$ cat src/core/pmc_pkg.sv
// Package of constants and types for the power mode controller
package pmc_pkg;
  // Active mode selection codes
  typedef enum logic [2:0] {
    PMC_ACT_SIX_AXIS = 3'h0,
    PMC_ACT_ACCEL    = 3'h1,
    PMC_ACT_GYRO     = 3'h2,
    PMC_ACT_CPU      = 3'h3,
    PMC_ACT_VECTOR   = 3'h4,
    PMC_ACT_LEGACY   = 3'h5
  } pmc_active_t;
  // Sleep level requests
  typedef enum logic [1:0] {
    PMC_SLP_NONE  = 2'h0,
    PMC_SLP_LIGHT = 2'h1,
    PMC_SLP_DEEP  = 2'h2,
    PMC_SLP_DOWN  = 2'h3
  } pmc_sleep_t;
  // Element drive levels for processors and sensors
  typedef enum logic [1:0] {
    PMC_EL_OFF  = 2'h0,
    PMC_EL_DUTY = 2'h1,
    PMC_EL_ON   = 2'h2
  } pmc_elem_t;
  // Restart and restore durations
  localparam int PMC_RESTART_NS = 800;
  localparam int PMC_RESTORE_NS = 80;
  localparam int PMC_CLK_NS = 8;
  localparam int PMC_RESTART_CYC = (PMC_RESTART_NS + PMC_CLK_NS - 1) / PMC_CLK_NS;
  localparam int PMC_RESTORE_CYC = (PMC_RESTORE_NS + PMC_CLK_NS - 1) / PMC_CLK_NS;
  localparam logic [7:0] PMC_CNT_RESET = 8'h00;
  localparam pmc_active_t PMC_MODE_RESET = PMC_ACT_SIX_AXIS;
endpackage

$ cat src/core/pmc_ctrl.sv
// Power mode sequencer with element gating and supply selection
`timescale 1ns/1ps
module pmc_ctrl
  import pmc_pkg::*;
(
  // Clock and reset
  input wire logic clk_sys,
  input wire logic reset,
  // Host request port
  input wire logic req_valid,
  input wire pmc_sleep_t req_sleep,
  input wire pmc_active_t req_mode,
  input wire logic req_low_noise,
  output logic req_ready,
  output logic req_reject,
  // Wake sources from outside the clock domain
  input wire logic ext_wake_pin,
  input wire logic slow_rc_tick,
  // Flash supply setting
  input wire logic flash_ext_supply,
  // Power and clock controls
  output logic digital_power_on,
  output logic rom_flash_power_on,
  output logic rc_osc_on,
  output logic state_clear,
  output logic ext_supply_sel,
  // Element controls
  output pmc_elem_t general_cpu_ctl,
  output pmc_elem_t vector_coprocessor_ctl,
  output pmc_elem_t legacy_motion_coprocessor_ctl,
  output pmc_elem_t gyro_ctl,
  output pmc_elem_t accel_ctl,
  output logic gyro_low_noise,
  output logic accel_low_noise,
  // Status
  output logic active,
  output pmc_sleep_t sleep_state
);
  // ==========================================================
  // Input synchronisers
  logic wake_s1_q, wake_s2_q, tick_s1_q, tick_s2_q, tick_s3_q;
  // Two stages before use; tick edge taken from second and third stage only
  always_ff @(posedge clk_sys) begin
    wake_s1_q <= ext_wake_pin;
    wake_s2_q <= wake_s1_q;
    tick_s1_q <= slow_rc_tick;
    tick_s2_q <= tick_s1_q;
    tick_s3_q <= tick_s2_q;
  end
  logic slow_tick;
  assign slow_tick = tick_s2_q & ~tick_s3_q;
  // ==========================================================
  // Sequencer
  typedef enum {ST_ACTIVE, ST_SLEEP, ST_RESTORE, ST_RESTART} pmc_state_t;
  pmc_state_t st_q;
  pmc_sleep_t lvl_q;
  logic [7:0] cnt_q;
  logic wake_ev;
  // Periodic tick only wakes light sleep; external pin or host wake all levels
  assign wake_ev = wake_s2_q | req_valid | (slow_tick & (lvl_q == PMC_SLP_LIGHT));
  // Requests are only served in active; a host request during sleep wakes first
  assign req_ready = (st_q == ST_ACTIVE);
  assign req_reject = 1'b0;
  always_ff @(posedge clk_sys) begin
    if (reset) begin
      st_q <= ST_RESTART;
      lvl_q <= PMC_SLP_NONE;
      cnt_q <= PMC_CNT_RESET;
    end else begin
      case (st_q)
        ST_ACTIVE: begin
          // Only active reaches a sleep level, so sleep-to-sleep never occurs
          if (req_valid && req_sleep != PMC_SLP_NONE) begin
            st_q <= ST_SLEEP;
            lvl_q <= req_sleep;
          end
        end
        ST_SLEEP: begin
          if (wake_ev) begin
            cnt_q <= PMC_CNT_RESET;
            // Power down lost everything, so it restarts rather than restores
            st_q <= (lvl_q == PMC_SLP_DOWN) ? ST_RESTART : ST_RESTORE;
          end
        end
        ST_RESTORE: begin
          cnt_q <= cnt_q + 8'h01;
          if (cnt_q == 8'(PMC_RESTORE_CYC - 1)) begin
            st_q <= ST_ACTIVE;
            lvl_q <= PMC_SLP_NONE;
          end
        end
        default: begin
          cnt_q <= cnt_q + 8'h01;
          if (cnt_q == 8'(PMC_RESTART_CYC - 1)) begin
            st_q <= ST_ACTIVE;
            lvl_q <= PMC_SLP_NONE;
            cnt_q <= PMC_CNT_RESET;
          end
        end
      endcase
    end
  end
  // ==========================================================
  // Active mode selection, lost in power down
  pmc_active_t mode_q;
  logic ln_q;
  always_ff @(posedge clk_sys) begin
    if (reset || state_clear) begin
      mode_q <= PMC_MODE_RESET;
      ln_q <= 1'b0;
    end else if (st_q == ST_ACTIVE && req_valid && req_sleep == PMC_SLP_NONE) begin
      mode_q <= req_mode;
      ln_q <= req_low_noise;
    end
  end
  // Supply source latched from Flash on every cycle in restart, after reset or power down
  always_ff @(posedge clk_sys) begin
    if (st_q == ST_RESTART) begin
      ext_supply_sel <= flash_ext_supply;
    end
  end
  // ==========================================================
  // Power domain controls
  logic in_sleep;
  assign in_sleep = (st_q == ST_SLEEP);
  assign digital_power_on = !(in_sleep && lvl_q == PMC_SLP_DOWN);
  assign rom_flash_power_on = !(in_sleep && lvl_q != PMC_SLP_LIGHT);
  assign rc_osc_on = !in_sleep;
  assign state_clear = in_sleep && lvl_q == PMC_SLP_DOWN;
  assign active = (st_q == ST_ACTIVE);
  assign sleep_state = in_sleep ? lvl_q : PMC_SLP_NONE;
  // ==========================================================
  // Element table; processors duty cycle in sensor modes
  pmc_elem_t sens_lvl;
  assign sens_lvl = ln_q ? PMC_EL_ON : PMC_EL_DUTY;
  always_comb begin
    general_cpu_ctl = PMC_EL_OFF;
    vector_coprocessor_ctl = PMC_EL_OFF;
    legacy_motion_coprocessor_ctl = PMC_EL_OFF;
    gyro_ctl = PMC_EL_OFF;
    accel_ctl = PMC_EL_OFF;
    if (st_q == ST_ACTIVE) begin
      case (mode_q)
        PMC_ACT_SIX_AXIS: begin
          general_cpu_ctl = PMC_EL_DUTY;
          vector_coprocessor_ctl = PMC_EL_DUTY;
          legacy_motion_coprocessor_ctl = PMC_EL_DUTY;
          gyro_ctl = sens_lvl;
          accel_ctl = sens_lvl;
        end
        PMC_ACT_ACCEL: begin
          general_cpu_ctl = PMC_EL_DUTY;
          vector_coprocessor_ctl = PMC_EL_DUTY;
          legacy_motion_coprocessor_ctl = PMC_EL_DUTY;
          accel_ctl = sens_lvl;
        end
        PMC_ACT_GYRO: begin
          general_cpu_ctl = PMC_EL_DUTY;
          vector_coprocessor_ctl = PMC_EL_DUTY;
          legacy_motion_coprocessor_ctl = PMC_EL_DUTY;
          gyro_ctl = sens_lvl;
        end
        PMC_ACT_CPU: general_cpu_ctl = PMC_EL_ON;
        PMC_ACT_VECTOR: vector_coprocessor_ctl = PMC_EL_ON;
        default: legacy_motion_coprocessor_ctl = PMC_EL_ON;
      endcase
    end
  end
  assign gyro_low_noise = (gyro_ctl == PMC_EL_ON);
  assign accel_low_noise = (accel_ctl == PMC_EL_ON);
  // ==========================================================
  // Checks
  sleep_entry_a: assert property (@(posedge clk_sys) disable iff (reset)
    active && req_valid && req_sleep != PMC_SLP_NONE |=> in_sleep && lvl_q == $past(req_sleep))
    else $error("sleep entry missed");
  sleep_hold_a: assert property (@(posedge clk_sys) disable iff (reset)
    in_sleep && !wake_ev |=> in_sleep && $stable(lvl_q)) else $error("sleep level changed");
  down_power_a: assert property (@(posedge clk_sys) disable iff (reset)
    in_sleep && lvl_q == PMC_SLP_DOWN |-> !digital_power_on && state_clear) else $error("power down leak");
  deep_power_a: assert property (@(posedge clk_sys) disable iff (reset)
    in_sleep && lvl_q == PMC_SLP_DEEP |-> digital_power_on && !rom_flash_power_on && !rc_osc_on)
    else $error("deep sleep power wrong");
  light_power_a: assert property (@(posedge clk_sys) disable iff (reset)
    in_sleep && lvl_q == PMC_SLP_LIGHT |-> rom_flash_power_on && !rc_osc_on && gyro_ctl == PMC_EL_OFF)
    else $error("sleep power wrong");
  single_proc_a: assert property (@(posedge clk_sys) disable iff (reset)
    active && mode_q >= PMC_ACT_CPU |-> gyro_ctl == PMC_EL_OFF && accel_ctl == PMC_EL_OFF)
    else $error("sensor on in processor mode");
  duty_default_a: assert property (@(posedge clk_sys) disable iff (reset)
    active && !ln_q && mode_q == PMC_ACT_SIX_AXIS |-> gyro_ctl == PMC_EL_DUTY && accel_ctl == PMC_EL_DUTY)
    else $error("sensor not duty cycled");
  restore_time_a: assert property (@(posedge clk_sys) disable iff (reset)
    in_sleep && wake_ev && lvl_q != PMC_SLP_DOWN |=> !active [*8] ##[1:4] active)
    else $error("restore timing wrong");
  wake_req_a: assert property (@(posedge clk_sys) disable iff (reset)
    in_sleep && req_valid |-> ##[1:110] active) else $error("host request not served");
  // Supply source is fixed once running; only a restart may pick it up again
  supply_hold_a: assert property (@(posedge clk_sys) disable iff (reset)
    active && $past(active) |-> $stable(ext_supply_sel)) else $error("supply source changed");
  // A slow tick in light sleep must start the wake on the very next edge
  tick_wake_a: assert property (@(posedge clk_sys) disable iff (reset)
    in_sleep && lvl_q == PMC_SLP_LIGHT && slow_tick |=> !in_sleep) else $error("slow tick did not wake");
  cov_deep_c: cover property (@(posedge clk_sys) in_sleep && lvl_q == PMC_SLP_DEEP ##[1:50] active);
  cov_down_c: cover property (@(posedge clk_sys) state_clear ##[1:200] active);
  cov_tick_c: cover property (@(posedge clk_sys) in_sleep && slow_tick);
  cov_light_c: cover property (@(posedge clk_sys) in_sleep && lvl_q == PMC_SLP_LIGHT ##[1:50] active);
endmodule

$ cat config.mk
export PLATFORM = sky130hd
export DESIGN_NAME = pmc_ctrl
export DESIGN_NICKNAME = d
export VERILOG_FILES = /design/src/core/pmc_pkg.sv /design/src/core/pmc_ctrl.sv
export SDC_FILE = /design/constraint.sdc
export NUM_CORES = 1
export LEC_CHECK = 0
export ABC_AREA = 1
export BUFFER_PORTS_ARGS = -buffer_cell sky130_fd_sc_hd__buf_2
export CELL_PAD_IN_SITES_DETAIL_PLACEMENT = 1
export CELL_PAD_IN_SITES_GLOBAL_PLACEMENT = 2
export CORE_AREA = 2 2 75 77
export CTS_CLUSTER_DIAMETER = 100
export DETAILED_ROUTE_END_ITERATION = 12
export DIE_AREA = 0 0 77 79
export MAX_ROUTING_LAYER = met4
export PLACE_DENSITY = 0.78
export SETUP_SLACK_MARGIN = 0.5
export SLEW_MARGIN = 20
export SYNTH_ARGS = -nofsm -noshare
export SYNTH_HDL_FRONTEND = slang
export SYNTH_SLANG_ARGS = --single-unit
$ cat constraint.sdc
create_clock -name clk_sys -period 1.8 [get_ports clk_sys]
set_input_delay 0.36 -clock clk_sys [delete_from_list [all_inputs] [get_ports clk_sys]]
set_output_delay 0.36 -clock clk_sys [all_outputs]
set_load 0.01 [all_outputs]
==> impl_metrics.ini, run 1 <==
[global_routing]
grt_pass1_wl_um = 6580
antenna_found_initial = 0
grt_pass1_vias = 1373
grt-ovfl-total = 0
grtUsageTotal_pct = 13.9
grt_max_degree = 13

[logic_synthesis]
yosys-top-cells-area = dfxtp_1 33%, nand2_1 12%, nor2_1 8.0%
synth_edf_count = 1
synthFlopType = dfxtp_1
syn_area_per_cell_um2 = 6.85
async_flop_share_pct = 0
synth_fp_nets = 202
synthCells = 184
ys_warn_count = 0
netlist-cell-type-count = 29
ys_seq_elements = 22
synth_top_area_share_pct = 33.3
syn_area_um2 = 1260
yosysSeqAreaShare_pct = 35.7
yosysTopAreaCell = dfxtp_1

[setup_path]
cpPeakStageDelay_ns = 0.37
critPathLaunchType = register
end_kind = primary output
slowest_stage = dfxtp_4
crit_type = reg2out
arrival_ns = 1.27
path_cells = inv_6 > ha_4 > inv_8 > a211oi_4 > buf_2
worstPathRequired_ns = 1.44
path_max_fanout = 11

[routing]
drt_iter0_drc = 31
drc = 0
vias = 1343
dr.pass1.iters = 4
wl_per_cell_um = 13.5
wl_um = 4130
routed_via_density = 4.39
ant_nets = 0

[clocking]
insertion_delay_ns = 0.26
ctsHoldBuffers = 0
cts.htree.levels = 1
tritoncts = yes
clkSinkCount = 22
cts_buffers = 3
root_buffer = clkbuf_8
cts.clk_slew.worst_paths_ns = 0.09
clk_path_buf_depth = 2

[finish]
num_antenna_cells = 0
nNetsFinal = 253
drive_gt1_share_pct = 55.1
syn_to_final_growth_pct = 63.7

[die]
row_count = 27
die_h_um = 79
dieArea_um2 = 6080
core_um2 = 5340
start_util_pct = 23.6
dieWidth_um = 77
ioPinCount = 34

[sta]
setup-violations-final = 0
hold_viol_final = 0
period_share_pct = 90.7
whs_ns = 0.195
finalCriticalPeriod_ns = 1.63
rsz0062_at_grt = yes
fin_worst_skew_ns = 0.00587
fmax_ghz = 0.613
drv_slew = 0
setup-tns-final_ns = 0

[pwr]
power_density_nw_per_um2 = 1240
irDropWorstVdd_mv = 0.452
power_leakage_nw = 0.921

[placement]
portBuffers = 32
routabilityCongestion = 0.783
hpwl_um = 2810

[worst_hold_path]
holdCritPathClass = in2reg

[flow_run]
cap_violations = 0

[run_status]
status = completed
## worst paths after layout
path | to | start | slack (ns) | cells after the start
setup / recovery | vector_coprocessor_ctl[0] | st_q[1]$_SDFFE_PP1P_ | 0.17 | 5
hold reg to reg | tick_s2_q$_DFF_P_ | tick_s1_q$_DFF_P_ | 0.33 | 0
hold / removal | tick_s1_q$_DFF_P_ | slow_rc_tick | 0.20 | 1
setup reg to reg | lvl_q[1]$_SDFFE_PP0P_ | st_q[0]$_SDFFE_PP1P_ | 0.21 | 11
## placed cells by master (no fill, tap or decap), types with 2 or more instances in the layout
master	count
a21oi_2	3
buf_4	13
nor2_1	17
nand2_2	10
a21oi_1	4
inv_2	8
nor3_1	3
nand2_1	27
nor3_2	3
buf_2	26
inv_8	2
nor2_2	7
inv_6	2
dfxtp_4	4
o21ai_2	8
nand4_1	2
inv_1	15
nor2_4	4
dfxtp_1	17
nor4_2	2
nand3_1	10
ha_4	4
nand2_4	3
xor2_1	2
clkbuf_8	3
nand2_8	3
inv_4	2
buf_6	12
ha_1	2
nand3_2	4
## metrics by stage
step	std cells	power [mW]	setup WS [ns]	utilization [%]	instance area (um2)
final	306	2.56	0.168	38.7	2060
after global routing	306	2.76	0.0914	38.7	2060
after CTS	299	2.35	0.159	35.0	1870
after detailed placement	283	1.56	0.263	28.6	1530
after global placement	283	1.55	0.230	28.6	1530
after floorplan	184	1.33	0.187	-	1320
## flip-flops by register name (all words and copies together), names as in the netlist
register / cells
tick_s1_q: 1
cnt_q: 8
lvl_q: 2
tick_s2_q: 1
st_q: 2
wake_s1_q: 1
wake_s2_q: 1
ln_q: 1
ext_supply_sel: 1
mode_q: 3
tick_s3_q: 1
## layout make-up
type                       count  area, um2
timing repair buffer          51        363
fill                         661       3270
tap                           72       90.1
clock buffer                   4       45.0
sequential                    22        465
multi-input combinational    128        962
inverter                      29        139
## routing by layer
metal	part of all wire [%]	global-route usage [%]	vias to the layer above
met4	1.7	3.04	0
met1	41	15.5	634
met5	0	-	-
li1	-	-	676
met2	55	26.2	27
met3	3.0	2.16	6
## critical path: cells and delay by family (launching register included)
kind	cells	cell delay (ns)
compound gates	1	0.17
fa+ha+maj	1	0.17
flops	1	0.37
buf+inv	3	0.30
## timing repair
| action | CTS | global route |
|---|---|---|
| buffers inserted | 12 | 7 |
| resized for setup | 65 | 37 |
| endpoints found under the setup margin | 33 | 36 |
| hold endpoints to repair | 0 | 0 |
| pin swaps | 22 | 11 |
## power by group
group / total, mW / leakage [nW] / internal [mW] / switching (mW)
Clock: 0.329 / 0.0228 / 0.158 / 0.171
Combinational: 1.52 / 0.714 / 0.662 / 0.856
Sequential: 0.709 / 0.184 / 0.602 / 0.108
## cells in the mapped netlist, types with 2 or more instances
master / number
ha_1: 6
nand4_1: 2
nand3_1: 15
a21oi_1: 6
nand2_4: 3
a211oi_1: 2
inv_1: 26
nand2_1: 39
nor4_1: 2
inv_2: 2
dfxtp_1: 21
nor2_1: 27
xor2_1: 2
o21ai_0: 8
nor3_1: 6
buf_4: 4
## kinds of logic (layout without fill, tap and decap cells)
family / Yosys count / count (layout) / share of synthesized area [%]
AOI/OAI and AO/OA: 18 / 18 / 7.84
DFF: 22 / 22 / 35.7
adders and majority gates: 6 / 6 / 5.95
other: 1 / 1 / 0.297
buffers and inverters: 34 / 84 / 11.5
and+or+nand+nor: 100 / 100 / 36.6
xor gates and xnor gates: 3 / 3 / 2.08
(Power assumes the default switching activity.)
==> inputs of run 2 (changes only) <==
Settings changed: RECOVER_POWER set to 25.
==> run 2 against run 1 <==
Register-to-register slack got worse by 0.04 ns; via count unchanged; sequential power is 0.8% lower; largest power group unchanged.
==> impl_metrics.ini, run 2 (synthesis gave the netlist of run 1 again) <==
[finish]
num-fill-cells = 666
final_common_cell = nand2_1
largest_reg_flops = 8
multi_input_comb_area_um2 = 942
top_register = cnt_q
syn_to_final_growth_pct = 61.7
mostFrequentLayoutCells = 27 x nand2_1, 25 x buf_2, 18 x dfxtp_1, 17 x nor2_1, 15 x inv_1
nNetsFinal = 253
num_antenna_cells = 0
fin_cells = 306
top_regs = cnt_q (8), mode_q (3)
ff_latch_area_um2 = 462
drive_gt1_share_pct = 53.0

[worst_hold_path]
holdCritPathClass = in2reg
hp-start = slow_rc_tick

[global_routing]
grt_pass1_vias = 1373
grt_max_degree = 13
grt-ovfl-total = 0
grtUsageTotal_pct = 13.9
grt_pass1_wl_um = 6580
antenna_found_initial = 0

[pwr]
power_density_nw_per_um2 = 1250
finalPower_mw = 2.54
power_leakage_nw = 0.915
irDropWorstVdd_mv = 0.447

[die]
dieArea_um2 = 6080
dieWidth_um = 77
ioPinCount = 34
die_h_um = 79
start_util_pct = 23.6
row_count = 27
core_um2 = 5340

[clocking]
cts.htree.levels = 1
cts.clk_slew.worst_paths_ns = 0.09
clk_path_buf_depth = 2
tritoncts = yes
cts_buffers = 3
clkSinkCount = 22
ctsHoldBuffers = 0
insertion_delay_ns = 0.26
root_buffer = clkbuf_8

[sta]
whs_ns = 0.195
drv_slew = 0
setup-tns-final_ns = 0
fmax_ghz = 0.606
setup-violations-final = 0
period_share_pct = 91.7
rsz0062_at_grt = yes
finalCriticalPeriod_ns = 1.65
hold_viol_final = 0
fin_worst_skew_ns = 0.00593

[routing]
drt_iter0_drc = 40
ant_nets = 0
wl_um = 4140
dr.pass1.iters = 4
drc = 0
vias = 1343
routed_via_density = 4.39
wl_per_cell_um = 13.5

[setup_path]
crit_type = reg2out
critPathLaunchType = register
path_max_fanout = 4
end_kind = primary output
arrival_ns = 1.29
worstSetupStartpoint = st_q[1]$_SDFFE_PP1P_
worstPathRequired_ns = 1.44
reg2reg_from = st_q[1]$_SDFFE_PP1P_

[placement]
portBuffers = 32
place_inst = 283
routabilityCongestion = 0.783
hpwl_um = 2810

[run_status]
status = completed

[flow_run]
cap_violations = 0
run 2: changes by cell type in the layout (fill, tap and decap cells not counted), sizes merged:
cell / delta
clkbuf: +1
buf: -1
run 2: critical path, stage by stage, from the launching register on:
cell     delay (ns)
dfxtp_1        0.41
inv_6          0.06
ha_4           0.18
buf_4          0.13
buf_6          0.12
buf_6          0.11
run 2: repair_timing:
action / CTS / global route
pin swaps: 22 / 11
gates resized for setup: 65 / 37
buffers inserted: 12 / 7
setup endpoints to repair: 33 / 36
run 2: path summary, 6_finish.rpt:
kind / end / depth (start not counted) / slack, ns
max: active / 5 / 0.15
min reg2reg: tick_s2_q$_DFF_P_ / 0 / 0.33
max reg2reg: lvl_q[1]$_SDFFE_PP0P_ / 11 / 0.17
min: tick_s1_q$_DFF_P_ / 1 / 0.20
run 2: per-layer routing:
layer	GRT usage [%]	routed length, um	vias to the layer above
li1	-	-	675
met1	15.5	1690	635
met2	26.2	2260	27
met3	2.16	124	6
met4	3.04	70	0
met5	-	0	-
run 2: report_power, final:
group | leakage, nW | switching, mW | internal (mW)
clock network | 0.0228 | 0.171 | 0.158
logic | 0.709 | 0.852 | 0.658
registers | 0.184 | 0.108 | 0.595
total | 0.915 | 1.13 | 1.41
run 2: per-stage QoR:
stage                     util [%]  area (um2)  setup WS, ns
after global routing          38.2        2040        0.0565
after CTS                     35.0        1870         0.159
after floorplan                  -        1320         0.187
after global placement        28.6        1530         0.230
final                         38.2        2040         0.150
after detailed placement      28.6        1530         0.263
run 2: area by class of cell:
type | count | share of cell area, %
multi-input cells | 128 | 46.2
clock buffers | 4 | 2.21
flip-flops and latches | 22 | 22.6
well taps | 72 | 4.42
repair buffers | 51 | 17.7
inverters | 29 | 6.81
==> inputs of run 3 (changes only) <==
Settings changed: CELL_PAD_IN_SITES_DETAIL_PLACEMENT 1 to unset, CELL_PAD_IN_SITES_GLOBAL_PLACEMENT 2 to unset, CORE_AREA 2 2 75 77 to 2 2 51 63, DIE_AREA 0 0 77 79 to 0 0 53 65.
==> run 3 against run 2 <==
Die area is 43% lower; total power decreased by 9.2%; fmax fell by 3.8%; clock power fell by 30%; cell count is 12% lower; via count up 2.9%; combinational power is 9% lower; hold slack got worse by 0.045 ns; clock skew grew 0.0016 ns; count of clock-buffer cells in the layout is the same; worst setup slack got worse by 0.065 ns; sequential share of layout area is 1.8 points higher; critical path type unchanged.
==> impl_metrics.ini, run 3 (synthesis gave the netlist of run 1 again) <==
[routing]
wl_per_cell_um = 13.3
drc = 0
drt_iter0_drc = 69
dr.pass1.iters = 4
vias = 1382
wl_um = 3570
ant_nets = 0
routed_via_density = 5.14

[global_routing]
grtUsageTotal_pct = 18.9
grt_pass1_wl_um = 4690
grt_max_degree = 13
grt-ovfl-total = 0
grt_pass1_vias = 1127
antenna_found_initial = 0

[placement]
portBuffers = 32
place_area_um2 = 1480
routabilityCongestion = 0.899
hpwl_um = 2120
place_inst = 247
place_ws_ns = 0.330

[setup_path]
crit_type = reg2out
cpLargestDelayFamily = flip-flops
worstPathRequired_ns = 1.44
path_max_fanout = 5
slowest_stage = dfxtp_4
end_kind = primary output
arrival_ns = 1.36
crit_top_cell = buf_6
critPathLaunchType = register
path_cells = buf_6 > ha_4 > nand2_4 > nor2_4 > inv_2 > buf_6
cpPeakStageDelay_ns = 0.40
critPathBufInv = 3
r2r_setup_slack_ns = 0.19

[clocking]
cts.clk_slew.worst_paths_ns = 0.12
ctsHoldBuffers = 0
tritoncts = yes
clk_path_buf_depth = 2
insertion_delay_ns = 0.31
cts_buffers = 3
clkSinkCount = 22
root_buffer = clkbuf_4
cts.htree.levels = 1

[die]
dieWidth_um = 53
die_h_um = 65
ioPinCount = 34
row_count = 22
core_um2 = 2890
start_util_pct = 43.6
dieArea_um2 = 3450

[sta]
period_share_pct = 95.3
drv_slew = 0
setup_slack_ns = 0.0843
hold_viol_final = 0
fmax_ghz = 0.583
rsz0062_at_grt = yes
finalCriticalPeriod_ns = 1.72
fin_worst_skew_ns = 0.00752
setup-violations-final = 0
setup-tns-final_ns = 0

[pwr]
irDropWorstVdd_mv = 0.721
power_leakage_nw = 0.883
power_density_nw_per_um2 = 1220

[finish]
mostFrequentLayoutCells = 31 x nand2_1, 24 x buf_2, 22 x nor2_1, 16 x inv_1, 16 x dfxtp_1
num_antenna_cells = 0
drive_gt1_share_pct = 48.1
largest_reg_flops = 8
finalInstanceArea_um2 = 1890
top_regs = cnt_q (8), mode_q (3)
top_register = cnt_q
postLayoutCoreUtil_pct = 65.3
nNetsFinal = 252
syn_to_final_growth_pct = 49.6
fin_cells = 269
final_common_cell = nand2_1

[worst_hold_path]
holdCritPathClass = in2reg

[flow_run]
cap_violations = 0

[run_status]
status = completed
[run 3: repair_timing]
action | 4_1_cts | 5_1_grt
gates resized for setup | 29 | 44
setup endpoints to repair | 32 | 36
pin swaps | 8 | 12
buffers inserted | 8 | 10
[run 3: path summary, 6_finish.rpt]
check | from | to | cells after the start
hold reg to reg | wake_s1_q$_DFF_P_ | wake_s2_q$_DFF_P_ | 0
setup / recovery | st_q[0]$_SDFFE_PP1P_ | digital_power_on | 6
setup reg to reg | st_q[0]$_SDFFE_PP1P_ | st_q[0]$_SDFFE_PP1P_ | 11
hold / removal | ext_wake_pin | wake_s1_q$_DFF_P_ | 1
[run 3: report_power, final]
part           total (mW)  switching, mW  internal [mW]
Combinational        1.38          0.766          0.615
Clock               0.231          0.145         0.0864
Sequential          0.698          0.103          0.595
Total                2.31           1.01           1.30
[run 3: per-stage QoR]
| stage | total power [mW] | hold WS [ns] |
|---|---|---|
| 6_report | 2.31 | 0.150 |
| 5_1_grt | 2.44 | 0.136 |
| 4_1_cts | 1.96 | 0.141 |
| 3_5_place_dp | 1.52 | 0.315 |
| 3_3_place_gp | 1.50 | 0.311 |
| 2_1_floorplan | 1.33 | 0.310 |
[run 3: area by class of cell]
| type | count | area [um2] |
|---|---|---|
| timing repair buffer | 50 | 349 |
| tap | 36 | 45.0 |
| inverter | 29 | 131 |
| sequential | 22 | 462 |
| multi-input combinational | 128 | 873 |
| clock buffer | 4 | 26.3 |
| fill | 221 | 1000 |
[run 3: routing by layer]
| metal | up-vias | GRT usage [%] | wire, um |
|---|---|---|---|
| li1 | 678 | - | - |
| met1 | 633 | 19.2 | 1390 |
| met2 | 59 | 33.8 | 1880 |
| met3 | 12 | 3.00 | 186 |
| met4 | 0 | 9.62 | 112 |
| met5 | - | - | 0 |
